<file path="config.mk">
export PLATFORM = sky130hd
export DESIGN_NAME = pot_timer
export DESIGN_NICKNAME = d
export VERILOG_FILES = /design/src/logic/pot_pkg.sv /design/src/logic/pot_prescaler.sv /design/src/logic/pot_timer.sv
export SDC_FILE = /design/constraint.sdc
export NUM_CORES = 1
export LEC_CHECK = 0
export BUFFER_PORTS_ARGS = -buffer_cell sky130_fd_sc_hd__clkbuf_2
export CORE_MARGIN = 4
export CORE_UTILIZATION = 52
export DETAILED_ROUTE_END_ITERATION = 8
export PLACE_DENSITY = 0.81
export SKIP_LAST_GASP = 1
export SYNTH_ARGS = -nofsm -noshare
export SYNTH_HDL_FRONTEND = slang
export SYNTH_SLANG_ARGS = --single-unit
</file>
<file path="constraint.sdc">
create_clock -name clock -period 3.7 [get_ports clock]
set_input_delay 0.74 -clock clock [delete_from_list [all_inputs] [get_ports clock]]
set_output_delay 0.74 -clock clock [all_outputs]
set_load 0.02 [all_outputs]
</file>
<file path="src/logic/pot_pkg.sv">
// Constants shared by the prescaled overflow timer and its prescaler
// ============================================================
// Notes on behaviour
// Count split into separately reachable high/low bytes
// Plain up counter, no period or compare
// Eight-bit prescaler ahead, 24-bit chain overall
// Internal source is the instruction clock
// Control bit 5 set picks internal clock
// Control bit 6 picks external edge polarity
// Bits 4..1 pick 1:1 to 1:256 prescale
// External input synchronised after the prescaler
// Overflow raises an event for interrupts
// FFFFh wraps to 0000h, sets maskable flag
// Flag clears when this vector is taken
// Byte write blocks own increment, clears prescaler
// Prescaler output sampled for edge detection
// Low byte carry steps high byte together
// Control resets to zero, bit 0 reads zero
package pot_pkg;

    // ============================================================
    // Clock
    localparam int CLK_PERIOD_NS = 20;         // Instruction clock period

    // ============================================================
    // Register indices; byte address is four times the index
    localparam logic [5:0] IDX_CTRL   = 6'h05; // timer_zero_control
    localparam logic [5:0] IDX_CNT_LO = 6'h0B; // count_low_byte
    localparam logic [5:0] IDX_CNT_HI = 6'h0C; // count_high_byte
    localparam logic [5:0] IDX_STAT   = 6'h10; // Sticky event status
    localparam logic [5:0] IDX_MASK   = 6'h11; // Interrupt mask

    // ============================================================
    // Control fields
    localparam int CTRL_EXT_INT_EDGE_SELECT_BIT = 7;        // ext_int_edge_select
    localparam int CTRL_EDGE_BIT   = 6;        // ext_edge_select
    localparam int CTRL_SRC_BIT    = 5;        // count_source_select
    localparam int CTRL_PS_LSB     = 1;        // prescale_select low bit
    localparam int PS_W            = 4;        // prescale_select width
    localparam logic [7:0] CTRL_WMASK = 8'hFE; // Bit 0 unimplemented
    localparam logic [7:0] CTRL_RESET = 8'h00;

    // ============================================================
    // Status and mask fields
    localparam int STAT_OVF_BIT = 0;           // overflow_flag
    localparam logic [7:0] STAT_WMASK = 8'h01;
    localparam logic [7:0] STAT_RESET = 8'h00;
    localparam logic [7:0] MASK_RESET = 8'h00;
    localparam logic [7:0] CNT_RESET  = 8'h00;

endpackage

</file>
<file path="src/logic/pot_prescaler.sv">
// Eight-bit prescaler with source select and post-prescaler synchroniser
`timescale 1ns/1ns
module pot_prescaler #(
    parameter int PS_BITS = 8                  // Prescaler length
) (
    input  wire logic                    clock,
    input  wire logic                    rst_b,
    input  wire logic                    clear,
    input  wire logic                    src_int,
    input  wire logic                    edge_rise,
    input  wire logic [pot_pkg::PS_W-1:0] ps_code,
    input  wire logic                    ext_count_pin,
    output logic                         step
);
    import pot_pkg::*;

    // ============================================================
    // Ratio decode: codes 1xxx all mean the longest division
    function automatic logic [3:0] ps_shift(input logic [PS_W-1:0] c);
        ps_shift = c[3] ? 4'h8 : {1'b0, c[2:0]};
    endfunction

    logic [PS_BITS-1:0] cnt_reg;               // Prescaler count
    logic               pin_prev_reg;          // Previous corrected pin
    logic               sync1_reg;             // Synchroniser first stage
    logic               sync2_reg;             // Synchroniser second stage
    logic               sync3_reg;             // Edge detect history
    logic               step_reg;              // Counting step out

    wire  [3:0]         shift_w  = ps_shift(ps_code);
    // edge polarity
    wire                pin_pol  = edge_rise ? ext_count_pin : ~ext_count_pin;
    wire                pin_edge = pin_pol & ~pin_prev_reg;
    // ratio mask
    wire [PS_BITS-1:0]  low_mask = ~({PS_BITS{1'b1}} << shift_w);
    wire                int_carry = &(cnt_reg | ~low_mask);
    wire [PS_BITS:0]    taps     = {cnt_reg, pin_pol};
    // At 1:1 the pin itself is the prescaler output
    wire                prescaler_output = taps[shift_w];
    wire                cnt_en   = src_int | pin_edge;

    // ============================================================
    // prescale count
    always_ff @(posedge clock) begin
        if (!rst_b || clear) begin
            cnt_reg <= '0;
        end else if (cnt_en) begin
            cnt_reg <= cnt_reg + 1'b1;
        end
    end

    // Pin history; tracks the pin in reset too, so that release
    // cannot fake an edge when the idle level is high
    always_ff @(posedge clock) begin
        pin_prev_reg <= pin_pol;
    end

    // ============================================================
    // sync after prescaler
    always_ff @(posedge clock) begin
        if (!rst_b) begin
            // Load the idle level so release shows no edge
            sync1_reg <= prescaler_output;
            sync2_reg <= prescaler_output;
            sync3_reg <= prescaler_output;
        end else begin
            sync1_reg <= prescaler_output;
            sync2_reg <= sync1_reg;
            sync3_reg <= sync2_reg;
        end
    end

    // ============================================================
    // internal source step
    // sampled edge detect
    always_ff @(posedge clock) begin
        if (!rst_b || clear) begin
            step_reg <= 1'b0;
        end else if (src_int) begin
            step_reg <= int_carry;
        end else begin
            step_reg <= sync2_reg & ~sync3_reg;
        end
    end

    assign step = step_reg;

endmodule

</file>
<file path="src/logic/pot_timer.sv">
// Top of the prescaled overflow timer with its Wishbone register slave
`timescale 1ns/1ns
module pot_timer #(
    parameter int PS_BITS = 8                  // Prescaler length
) (
    input  wire logic        clock,
    input  wire logic        rst_b,
    // Wishbone classic slave
    input  wire logic        wb_cyc_i,
    input  wire logic        wb_stb_i,
    input  wire logic        wb_we_i,
    input  wire logic [7:0]  wb_adr_i,
    input  wire logic [3:0]  wb_sel_i,
    input  wire logic [31:0] wb_dat_i,
    output logic      [31:0] wb_dat_o,
    output logic             wb_ack_o,
    // Count pin and interrupt side
    input  wire logic        ext_count_pin,
    input  wire logic        irq_vector_taken,
    output logic             irq,
    output logic             ext_int_edge_select
);
    import pot_pkg::*;

    // ============================================================
    // Register state

    logic [7:0]  ctrl_reg;                     // timer_zero_control
    logic [7:0]  ctrl_next;
    logic [7:0]  cnt_lo_reg;                   // count_low_byte
    logic [7:0]  cnt_lo_next;
    logic [7:0]  cnt_hi_reg;                   // count_high_byte
    logic [7:0]  cnt_hi_next;
    logic [7:0]  stat_reg;                     // Sticky events
    logic [7:0]  stat_next;
    logic [7:0]  mask_reg;                     // Interrupt mask
    logic [7:0]  mask_next;
    logic        blk_lo_reg;                   // Low byte write hold-off
    logic        blk_hi_reg;                   // High byte write hold-off
    logic        ack_reg;                      // Bus answer
    logic [31:0] dat_reg;                      // Read data
    logic [31:0] dat_next;
    logic        irq_reg;                      // Interrupt level
    logic        irq_next;
    logic        ext_int_edge_select_reg;                   // Edge select copy out

    // ============================================================
    // Bus decode

    // Live request: cycle and strobe both high, whether or not answered
    wire         req     = wb_cyc_i & wb_stb_i;
    // Writes and read side effects land on the ack edge
    wire         fire    = req & ack_reg;
    wire         wr_fire = fire & wb_we_i & wb_sel_i[0];
    wire         rd_fire = fire & ~wb_we_i;
    wire  [5:0]  idx     = wb_adr_i[7:2];
    wire  [7:0]  wbyte   = wb_dat_i[7:0];

    // Per-register hit
    wire         hit_ctrl = (idx == IDX_CTRL);
    wire         hit_lo   = (idx == IDX_CNT_LO);
    wire         hit_hi   = (idx == IDX_CNT_HI);
    wire         hit_stat = (idx == IDX_STAT);
    wire         hit_mask = (idx == IDX_MASK);

    // Write strobes per register
    wire         wr_ctrl = wr_fire & hit_ctrl;
    wire         wr_lo   = wr_fire & hit_lo;
    wire         wr_hi   = wr_fire & hit_hi;
    wire         wr_mask = wr_fire & hit_mask;
    // Status is read-to-clear; writes to it are ignored
    wire         rd_stat = rd_fire & hit_stat;

    // ============================================================
    // Control fields

    // source select
    wire         src_int   = ctrl_reg[CTRL_SRC_BIT];
    // edge select
    wire         edge_rise = ctrl_reg[CTRL_EDGE_BIT];
    // prescale field
    wire [PS_W-1:0] ps_code = ctrl_reg[CTRL_PS_LSB +: PS_W];

    // ============================================================
    // Prescaler and synchroniser

    logic        step;                         // One counting step
    // write clears prescaler
    wire         ps_clear = wr_lo | wr_hi;

    pot_prescaler #(
        .PS_BITS       (PS_BITS)
    ) u_prescaler (
        .clock         (clock),
        .rst_b         (rst_b),
        .clear         (ps_clear),
        .src_int       (src_int),
        .edge_rise     (edge_rise),
        .ps_code       (ps_code),
        .ext_count_pin (ext_count_pin),
        .step          (step)
    );

    // ============================================================
    // Count chain

    // per-byte hold-off
    wire         lo_run   = step & ~blk_lo_reg;
    // carry into high
    wire         lo_carry = lo_run & (&cnt_lo_reg);
    wire         hi_run   = lo_carry & ~blk_hi_reg;
    // wrap at FFFFh
    wire         overflow = hi_run & (&cnt_hi_reg);

    // low byte next value
    // free-running increment
    assign cnt_lo_next = wr_lo  ? wbyte
                       : lo_run ? cnt_lo_reg + 8'h01
                       : cnt_lo_reg;

    // High byte next value; wraps to 00h with the low byte
    assign cnt_hi_next = wr_hi  ? wbyte
                       : hi_run ? cnt_hi_reg + 8'h01
                       : cnt_hi_reg;

    // ============================================================
    // Control and mask next values

    // bit 0 held at zero
    assign ctrl_next = wr_ctrl ? (wbyte & CTRL_WMASK) : ctrl_reg;
    assign mask_next = wr_mask ? (wbyte & STAT_WMASK) : mask_reg;

    // ============================================================
    // Event status

    // Event vector in status layout
    wire  [7:0]  ev_set = {7'h00, overflow} << STAT_OVF_BIT;
    // Clear sources: reading status, or taking the vector
    wire  [7:0]  ev_clr = (rd_stat ? STAT_WMASK : 8'h00)
                        | (irq_vector_taken ? ev_set_mask() : 8'h00);

    // Flag position helper for vector acknowledge
    function automatic logic [7:0] ev_set_mask();
        ev_set_mask = 8'h01 << STAT_OVF_BIT;
    endfunction

    // overflow event
    // vector clears flag
    // A set in the same cycle as a clear wins
    assign stat_next = ((stat_reg & ~ev_clr) | ev_set) & STAT_WMASK;

    // masked interrupt
    assign irq_next = |(stat_next & mask_reg);

    // ============================================================
    // Read data mux

    // Unmapped reads answer zero
    always_comb begin
        dat_next = 32'h0000_0000;
        if (hit_ctrl) begin
            dat_next[7:0] = ctrl_reg;
        end else if (hit_lo) begin
            dat_next[7:0] = cnt_lo_reg;
        end else if (hit_hi) begin
            dat_next[7:0] = cnt_hi_reg;
        end else if (hit_stat) begin
            dat_next[7:0] = stat_reg;
        end else if (hit_mask) begin
            dat_next[7:0] = mask_reg;
        end
    end

    // ============================================================
    // Bus answer: one wait state, ack for a single cycle

    always_ff @(posedge clock) begin
        if (!rst_b) begin
            ack_reg <= 1'b0;
        end else begin
            ack_reg <= req & ~ack_reg;
        end
    end

    // Read data captured with the ack so it is stable while ack is high
    always_ff @(posedge clock) begin
        if (!rst_b) begin
            dat_reg <= 32'h0000_0000;
        end else if (req & ~ack_reg) begin
            dat_reg <= dat_next;
        end
    end

    // ============================================================
    // Software registers

    // reset to zero
    always_ff @(posedge clock) begin
        if (!rst_b) begin
            ctrl_reg <= CTRL_RESET;
            mask_reg <= MASK_RESET;
        end else begin
            ctrl_reg <= ctrl_next;
            mask_reg <= mask_next;
        end
    end

    // Count bytes; power-up value is defined even though software
    // should always load them before relying on the count
    always_ff @(posedge clock) begin
        if (!rst_b) begin
            cnt_lo_reg <= CNT_RESET;
            cnt_hi_reg <= CNT_RESET;
        end else begin
            cnt_lo_reg <= cnt_lo_next;
            cnt_hi_reg <= cnt_hi_next;
        end
    end

    // hold-off for next step
    always_ff @(posedge clock) begin
        if (!rst_b) begin
            blk_lo_reg <= 1'b0;
            blk_hi_reg <= 1'b0;
        end else begin
            blk_lo_reg <= wr_lo;
            blk_hi_reg <= wr_hi;
        end
    end

    // ============================================================
    // Status and interrupt output

    always_ff @(posedge clock) begin
        if (!rst_b) begin
            stat_reg <= STAT_RESET;
            irq_reg  <= 1'b0;
        end else begin
            stat_reg <= stat_next;
            irq_reg  <= irq_next;
        end
    end

    // Edge select for the external interrupt pin lives elsewhere;
    // it is only stored here and handed out
    always_ff @(posedge clock) begin
        if (!rst_b) begin
            ext_int_edge_select_reg <= 1'b0;
        end else begin
            ext_int_edge_select_reg <= ctrl_next[CTRL_EXT_INT_EDGE_SELECT_BIT];
        end
    end

    // ============================================================
    // Outputs, all straight from flops

    assign wb_ack_o            = ack_reg;
    assign wb_dat_o            = dat_reg;
    assign irq                 = irq_reg;
    assign ext_int_edge_select = ext_int_edge_select_reg;

endmodule

</file>
==> flow_summary.yaml, run 1 <==
floorplanning:
  die_w_um: 81.8
  dieArea_um2: 6680
  core_um2: 5200
  pin_count: 86
  rows: 26
  die_h_um: 81.8
  start_util: 0.544
synth:
  yosys.area_share.simple: 0.222
  synth_compound_area_frac: 0.209
  synth_area_um2: 2830
  async_flop_share: 0
  ys_ff_latch: 50
  synthFlopType: "dfxtp_1"
  synth-adder-area-share: 0.0133
  yosysSeqAreaShare: 0.354
  synth.distinct_cells: 63
  yosys_warnings: 0
  synth_top_family_by_area: "simple AND/OR/NAND/NOR gates"
  syn_avg_cell_area_um2: 8.92
  yosys-mux-area-fraction: 0.0473
  synth_edf_count: 0
  syn_inst: 317
  synth-xor-area-share: 0.0398
critical_path:
  critPathLaunchType: "input port"
  rrSetupSlack_ns: 1.82
  cp-end-kind: "flip-flop"
  crit_fanout: 17
  path_class: "input port to flip-flop"
  crit_arrival_ns: 2.34
  required_ns: 3.86
clocking:
  cts.sinks: 50
  cts_root_buf: "clkbuf_8"
  htreeDepth: 2
  cts_buffers: 5
  ctsLongestPathBuffers: 2
  hold_buffers: 0
  cts-resized-gates: 0
  clkSlewWorstSetupHoldPaths_ns: 0.09
  cts_setup_buffers: 0
  cts_tree: "yes"
  insertion_delay_ns: 0.30
timing:
  fin_setup_tns_ns: 0
  hold_violations: 0
  slew_headroom: 0.448
  tightest_slew_ns: 0.825
  skew_ns: 0.00694
  hold_ws_ns: 0.443
  period_minus_slack_ns: 2.18
  finalCritPeriodShare: 0.588
  final_max_slew_viol_count: 0
  clock.fmax_mhz: 459
  rsz0062_at_grt: "false"
  setup_viol_count_final: 0
outcome:
  status: "complete, no violations"
finish:
  fin_nets: 389
  drive_above_1_share: 0.170
  final_cell_area_um2: 2980
  area_delta_synth_final_pct: 5.35
  antennaDiodeCount: 0
  post-route-util: 0.573
placement:
  gp_congestion: 0.864
  io_buffers: 32
  detailed_place.area_um2: 2890
  dp_hpwl_um: 4490
power:
  internal_power_mw: 0.729
  pwr-share-clk: 0.333
  p_switching_mw: 0.252
  total_power_mw: 0.981
  worst_ir_drop_vdd_mv: 0.241
  pwr-share-comb: 0.098
  seqPwrFrac: 0.569
  swShare: 0.257
  leakagePower_nw: 1.15
  powerDensity_nw_per_um2: 329
routing:
  first_pass_iters: 5
  drc: 0
  drt_wl_total_um: 6430
  dr.first_iter.drc_count: 171
  routedWlPerCell_um: 15.8
  viasPerCell: 5.89
  ant_nets: 0
  num_vias: 2393
global_route:
  antenna_found_initial: 0
  grtUsageTotal: 0.199
  grt_overflow: 0
  grt_start_max_net_pins: 28
  grt_pass1_vias: 2133
  grt_first_pass_wirelength_um: 10300
run:
  maxCapViolCount: 0
worst_hold_path:
  hold_class: "flip-flop to flip-flop"
==> cell type report <==
type / instances / area [um^2]
fill: 466 / 2220
multi-input combinational: 234 / 1590
sequential: 50 / 1000
timing repair buffer: 33 / 168
tap: 70 / 87.6
clock buffer: 7 / 86.3
inverter: 11 / 41.3
clock inverter: 1 / 5.00
==> power by group through the flow <==
stage,registers [mW],logic (mW),clock network (mW)
after global routing,0.559,0.107,0.355
after global placement,0.570,0.0932,0
after detailed placement,0.570,0.0954,0
after floorplan,0.573,0.0825,0
after CTS,0.558,0.0958,0.334
final,0.558,0.0965,0.327
==> cell usage after synthesis, types with 2 or more instances <==
cell | n | area share
a222oi_1 | 7 | 0.025
and2_1 | 4 | 0.0088
nand3b_1 | 3 | 0.0080
ha_1 | 3 | 0.013
a21boi_0 | 3 | 0.0080
a21oi_1 | 14 | 0.025
buf_2 | 5 | 0.0088
and2_0 | 2 | 0.0044
nor4bb_1 | 2 | 0.0071
nor4_4 | 2 | 0.015
dfxtp_1 | 50 | 0.35
nand2_1 | 14 | 0.019
clkbuf_1 | 13 | 0.017
a211o_1 | 2 | 0.0062
xor2_1 | 5 | 0.015
nor2_1 | 23 | 0.031
buf_6 | 2 | 0.0080
buf_4 | 24 | 0.064
nand4_1 | 10 | 0.022
a211oi_1 | 13 | 0.034
nor2b_1 | 4 | 0.0088
nand3_1 | 7 | 0.012
o21ai_0 | 20 | 0.035
and4_1 | 4 | 0.012
and3_1 | 5 | 0.011
a211oi_2 | 2 | 0.0088
or3_1 | 3 | 0.0066
nor3_1 | 6 | 0.011
xnor2_1 | 6 | 0.019
inv_1 | 10 | 0.013
nor3b_1 | 2 | 0.0053
mux2i_1 | 10 | 0.035
o31ai_1 | 5 | 0.013
or4_1 | 3 | 0.0080
==> worst paths after layout <==
path / startpoint / to / depth (start not counted)
worst max-delay path: wb_adr_i[6] / cnt_lo_reg[7] / 5
worst min-delay path: u_prescaler.sync1_reg / u_prescaler.sync2_reg / 2
worst max register to register: wb_ack_o / cnt_lo_reg[7] / 4
worst min register to register: u_prescaler.sync1_reg / u_prescaler.sync2_reg / 2
==> layer usage <==
metal  global-route usage  part of all wire  vias to the layer above
met5                    0                 0                        -
met4               0.0615             0.020                        0
met3               0.0471             0.088                       16
met2                0.314              0.46                      117
met1                0.270              0.43                     1103
li1                     -                 -                     1157
==> cells in the final DEF (no fill, tap or decap), types with 4 or more instances in the layout <==
| cell | count |
|---|---|
| nor2b_1 | 4 |
| o21ai_0 | 20 |
| clkbuf_2 | 32 |
| xor2_1 | 5 |
| and4_1 | 4 |
| conb_1 | 24 |
| nand4_1 | 10 |
| nand3_1 | 7 |
| nor2_1 | 23 |
| o31ai_1 | 5 |
| and2_1 | 4 |
| inv_1 | 10 |
| nor3_1 | 6 |
| xnor2_1 | 6 |
| a211oi_1 | 13 |
| and3_1 | 5 |
| clkbuf_8 | 6 |
| mux2i_1 | 10 |
| dfxtp_1 | 50 |
| a21oi_1 | 14 |
| a222oi_1 | 7 |
| nand2_1 | 14 |
==> metrics by stage <==
| stage | cells | setup slack, ns |
|---|---|---|
| after floorplan | 340 | 1.84 |
| after global placement | 398 | 1.33 |
| after detailed placement | 398 | 1.25 |
| after CTS | 406 | 1.57 |
| after global routing | 406 | 1.37 |
| final | 406 | 1.52 |
==> critical path, stage by stage <==
cell and delay, ns:
clkbuf_2 0.11, nor3b_2 0.31, nand4_1 0.66, o21ai_0 0.45, a21oi_1 0.06
==> kinds of logic (layout without fill, tap and decap cells) <==
logic type / Yosys count / count (layout)
AOI/OAI and AO/OA: 80 / 80
other: 1 / 24
adders and majority gates: 3 / 3
xor gates and xnor gates: 12 / 12
buffers and inverters: 56 / 52
and+or+nand+nor: 103 / 103
muxes: 12 / 12
DFF: 50 / 50
No activity file was read; power rests on OpenSTA's default activity.
==> inputs of run 2 (changes only) <==
CORE_UTILIZATION = 47   (was 52)
PLACE_DENSITY = 0.77   (was 0.81)
clock period = 2 ns   (was 3.7 ns; I/O delays follow)
==> run 2 against run 1 <==
- final cell count grew 2.2%
- via count shrank 0.21%
- sequential cell count is the same
- clock power grew 120%
- largest power group unchanged
- register-to-register slack lost 1.7 ns
- critical path type is now flip-flop to flip-flop
- critical path depth is the same
- sequential share of layout area shrank 0.95 points
- clock-buffer cell count shrank 1
- combinational power grew 93%
- non-clock buffer count grew 7
==> flow_summary.yaml, run 2 (same netlist as run 1, synthesis figures left out) <==
critical_path:
  cp-end-kind: "flip-flop"
  crit_cells: 5
  cp.buffers_inverters: 0
  r2r_start: "cnt_lo_reg[0]"
  required_ns: 2.24
  crit_chain: "ha_1 > nand3b_1 > nor4_4 > nand4_1 > a21boi_0"
  r2r_end: "irq"
  reg2reg_depth: 5
  crit_fanout: 6
  critPathLaunchType: "flip-flop"
  crit_path_start: "cnt_lo_reg[0]"
  slowest_stage: "dfxtp_1"
  cpLargestDelayFamily: "simple AND/OR/NAND/NOR gates"
  cp_slowest_stage_delay_ns: 0.50
  path_class: "flip-flop to flip-flop"
  crit_end: "irq"
  crit_arrival_ns: 2.15
  rrSetupSlack_ns: 0.09
timing:
  hold_ws_ns: 0.331
  fin_setup_tns_ns: 0
  slew_headroom: 0.644
  hold_violations: 0
  setup_viol_count_final: 0
  skew_ns: 0.00848
  rsz0062_at_grt: "false"
  finalCritPeriodShare: 0.956
  period_minus_slack_ns: 1.91
  clock.fmax_mhz: 523
  tightest_slew_ns: 0.534
  final_max_slew_viol_count: 0
power:
  leakagePower_nw: 1.19
  powerDensity_nw_per_um2: 630
  worst_ir_drop_vdd_mv: 0.291
floorplanning:
  rows: 27
  die_h_um: 85.6
  die_w_um: 85.6
  pin_count: 86
  dieArea_um2: 7320
  core_um2: 5680
  start_util: 0.498
clocking:
  cts.sinks: 50
  ctsLongestPathBuffers: 2
  hold_buffers: 0
  cts_setup_buffers: 0
  clkSlewWorstSetupHoldPaths_ns: 0.09
  insertion_delay_ns: 0.31
  cts_buffers: 5
  cts_root_buf: "clkbuf_8"
  cts-resized-gates: 0
  htreeDepth: 2
  cts_tree: "yes"
worst_hold_path:
  holdPathStages: 2
  hold_class: "input port to flip-flop"
  hold_start: "ext_count_pin"
global_route:
  grt_overflow: 0
  grt_start_max_net_pins: 26
  antenna_found_initial: 0
  grt_pass1_vias: 2174
  grtUsageTotal: 0.183
  grt_first_pass_wirelength_um: 10900
finish:
  fillCellCount: 518
  drive_above_1_share: 0.187
  mostFrequentLayoutCell: "dfxtp_1"
  fin_nets: 396
  seqCellArea_um2: 1000
  multiInputGateArea_um2: 1590
  layout_common_cells: "dfxtp_1, clkbuf_2, conb_1"
  antennaDiodeCount: 0
  area_delta_synth_final_pct: 8.40
routing:
  routedWlPerCell_um: 15.5
  num_vias: 2388
  first_pass_iters: 5
  dr.first_iter.drc_count: 171
  drt_wl_total_um: 6440
  drc: 0
  viasPerCell: 5.75
  ant_nets: 0
placement:
  io_buffers: 32
  gp_congestion: 0.820
  dp_hpwl_um: 4730
run:
  maxCapViolCount: 0
outcome:
  status: "complete, no violations"
## run 2: changes by cell type in the layout (fill, tap and decap cells not counted), sizes merged
cell and delta:
clkinv -1, clkbuf -1, buf +7, bufinv +1
clkinvlp +1
## run 2: layout make-up
type | count | share of cell area
multi-input combinational | 234 | 0.519
sequential | 50 | 0.326
timing repair buffer | 40 | 0.0759
tap | 72 | 0.0294
clock buffer | 6 | 0.0237
inverter | 11 | 0.0135
clock inverter | 2 | 0.0122
## run 2: through the flow
step | total power [mW] | worst slack, ns | util | cell area (um^2) | instances
final | 1.93 | 0.0878 | 0.540 | 3070 | 415
after global routing | 2.01 | 0.0229 | 0.540 | 3070 | 415
after CTS | 1.95 | 0.131 | 0.540 | 3070 | 415
after detailed placement | 1.24 | 0.160 | 0.521 | 2960 | 407
after global placement | 1.24 | 0.208 | 0.521 | 2960 | 407
after floorplan | 1.21 | 0.464 | - | 2920 | 340
## run 2: power breakdown
part	leakage (nW)	internal, mW	switching, mW
Combinational	0.732	0.0593	0.127
Sequential	0.406	1.02	0.0172
Clock	0.0514	0.373	0.339
Total	1.19	1.45	0.483
## run 2: how the worst min path moves through the flow
stage / to / slack [ns]
5_1_grt: u_prescaler.pin_prev_reg / 0.33
2_1_floorplan: u_prescaler.sync2_reg / 0.41
4_1_cts: u_prescaler.pin_prev_reg / 0.33
6_report: u_prescaler.pin_prev_reg / 0.33
3_3_place_gp: u_prescaler.sync2_reg / 0.41
3_5_place_dp: u_prescaler.sync2_reg / 0.42
## run 2: routing by layer
| metal | up-vias | global-route usage | part of all wire |
|---|---|---|---|
| met5 | - | 0 | 0 |
| met4 | 0 | 0.0633 | 0.024 |
| met3 | 16 | 0.0346 | 0.066 |
| met2 | 98 | 0.277 | 0.46 |
| met1 | 1106 | 0.260 | 0.45 |
| li1 | 1168 | - | - |
## run 2: worst register-to-register path: stages (launching register included)
cell      delay [ns]
dfxtp_1         0.50
ha_1            0.27
nand3b_1        0.26
nor4_4          0.43
nand4_1         0.18
a21boi_0        0.20
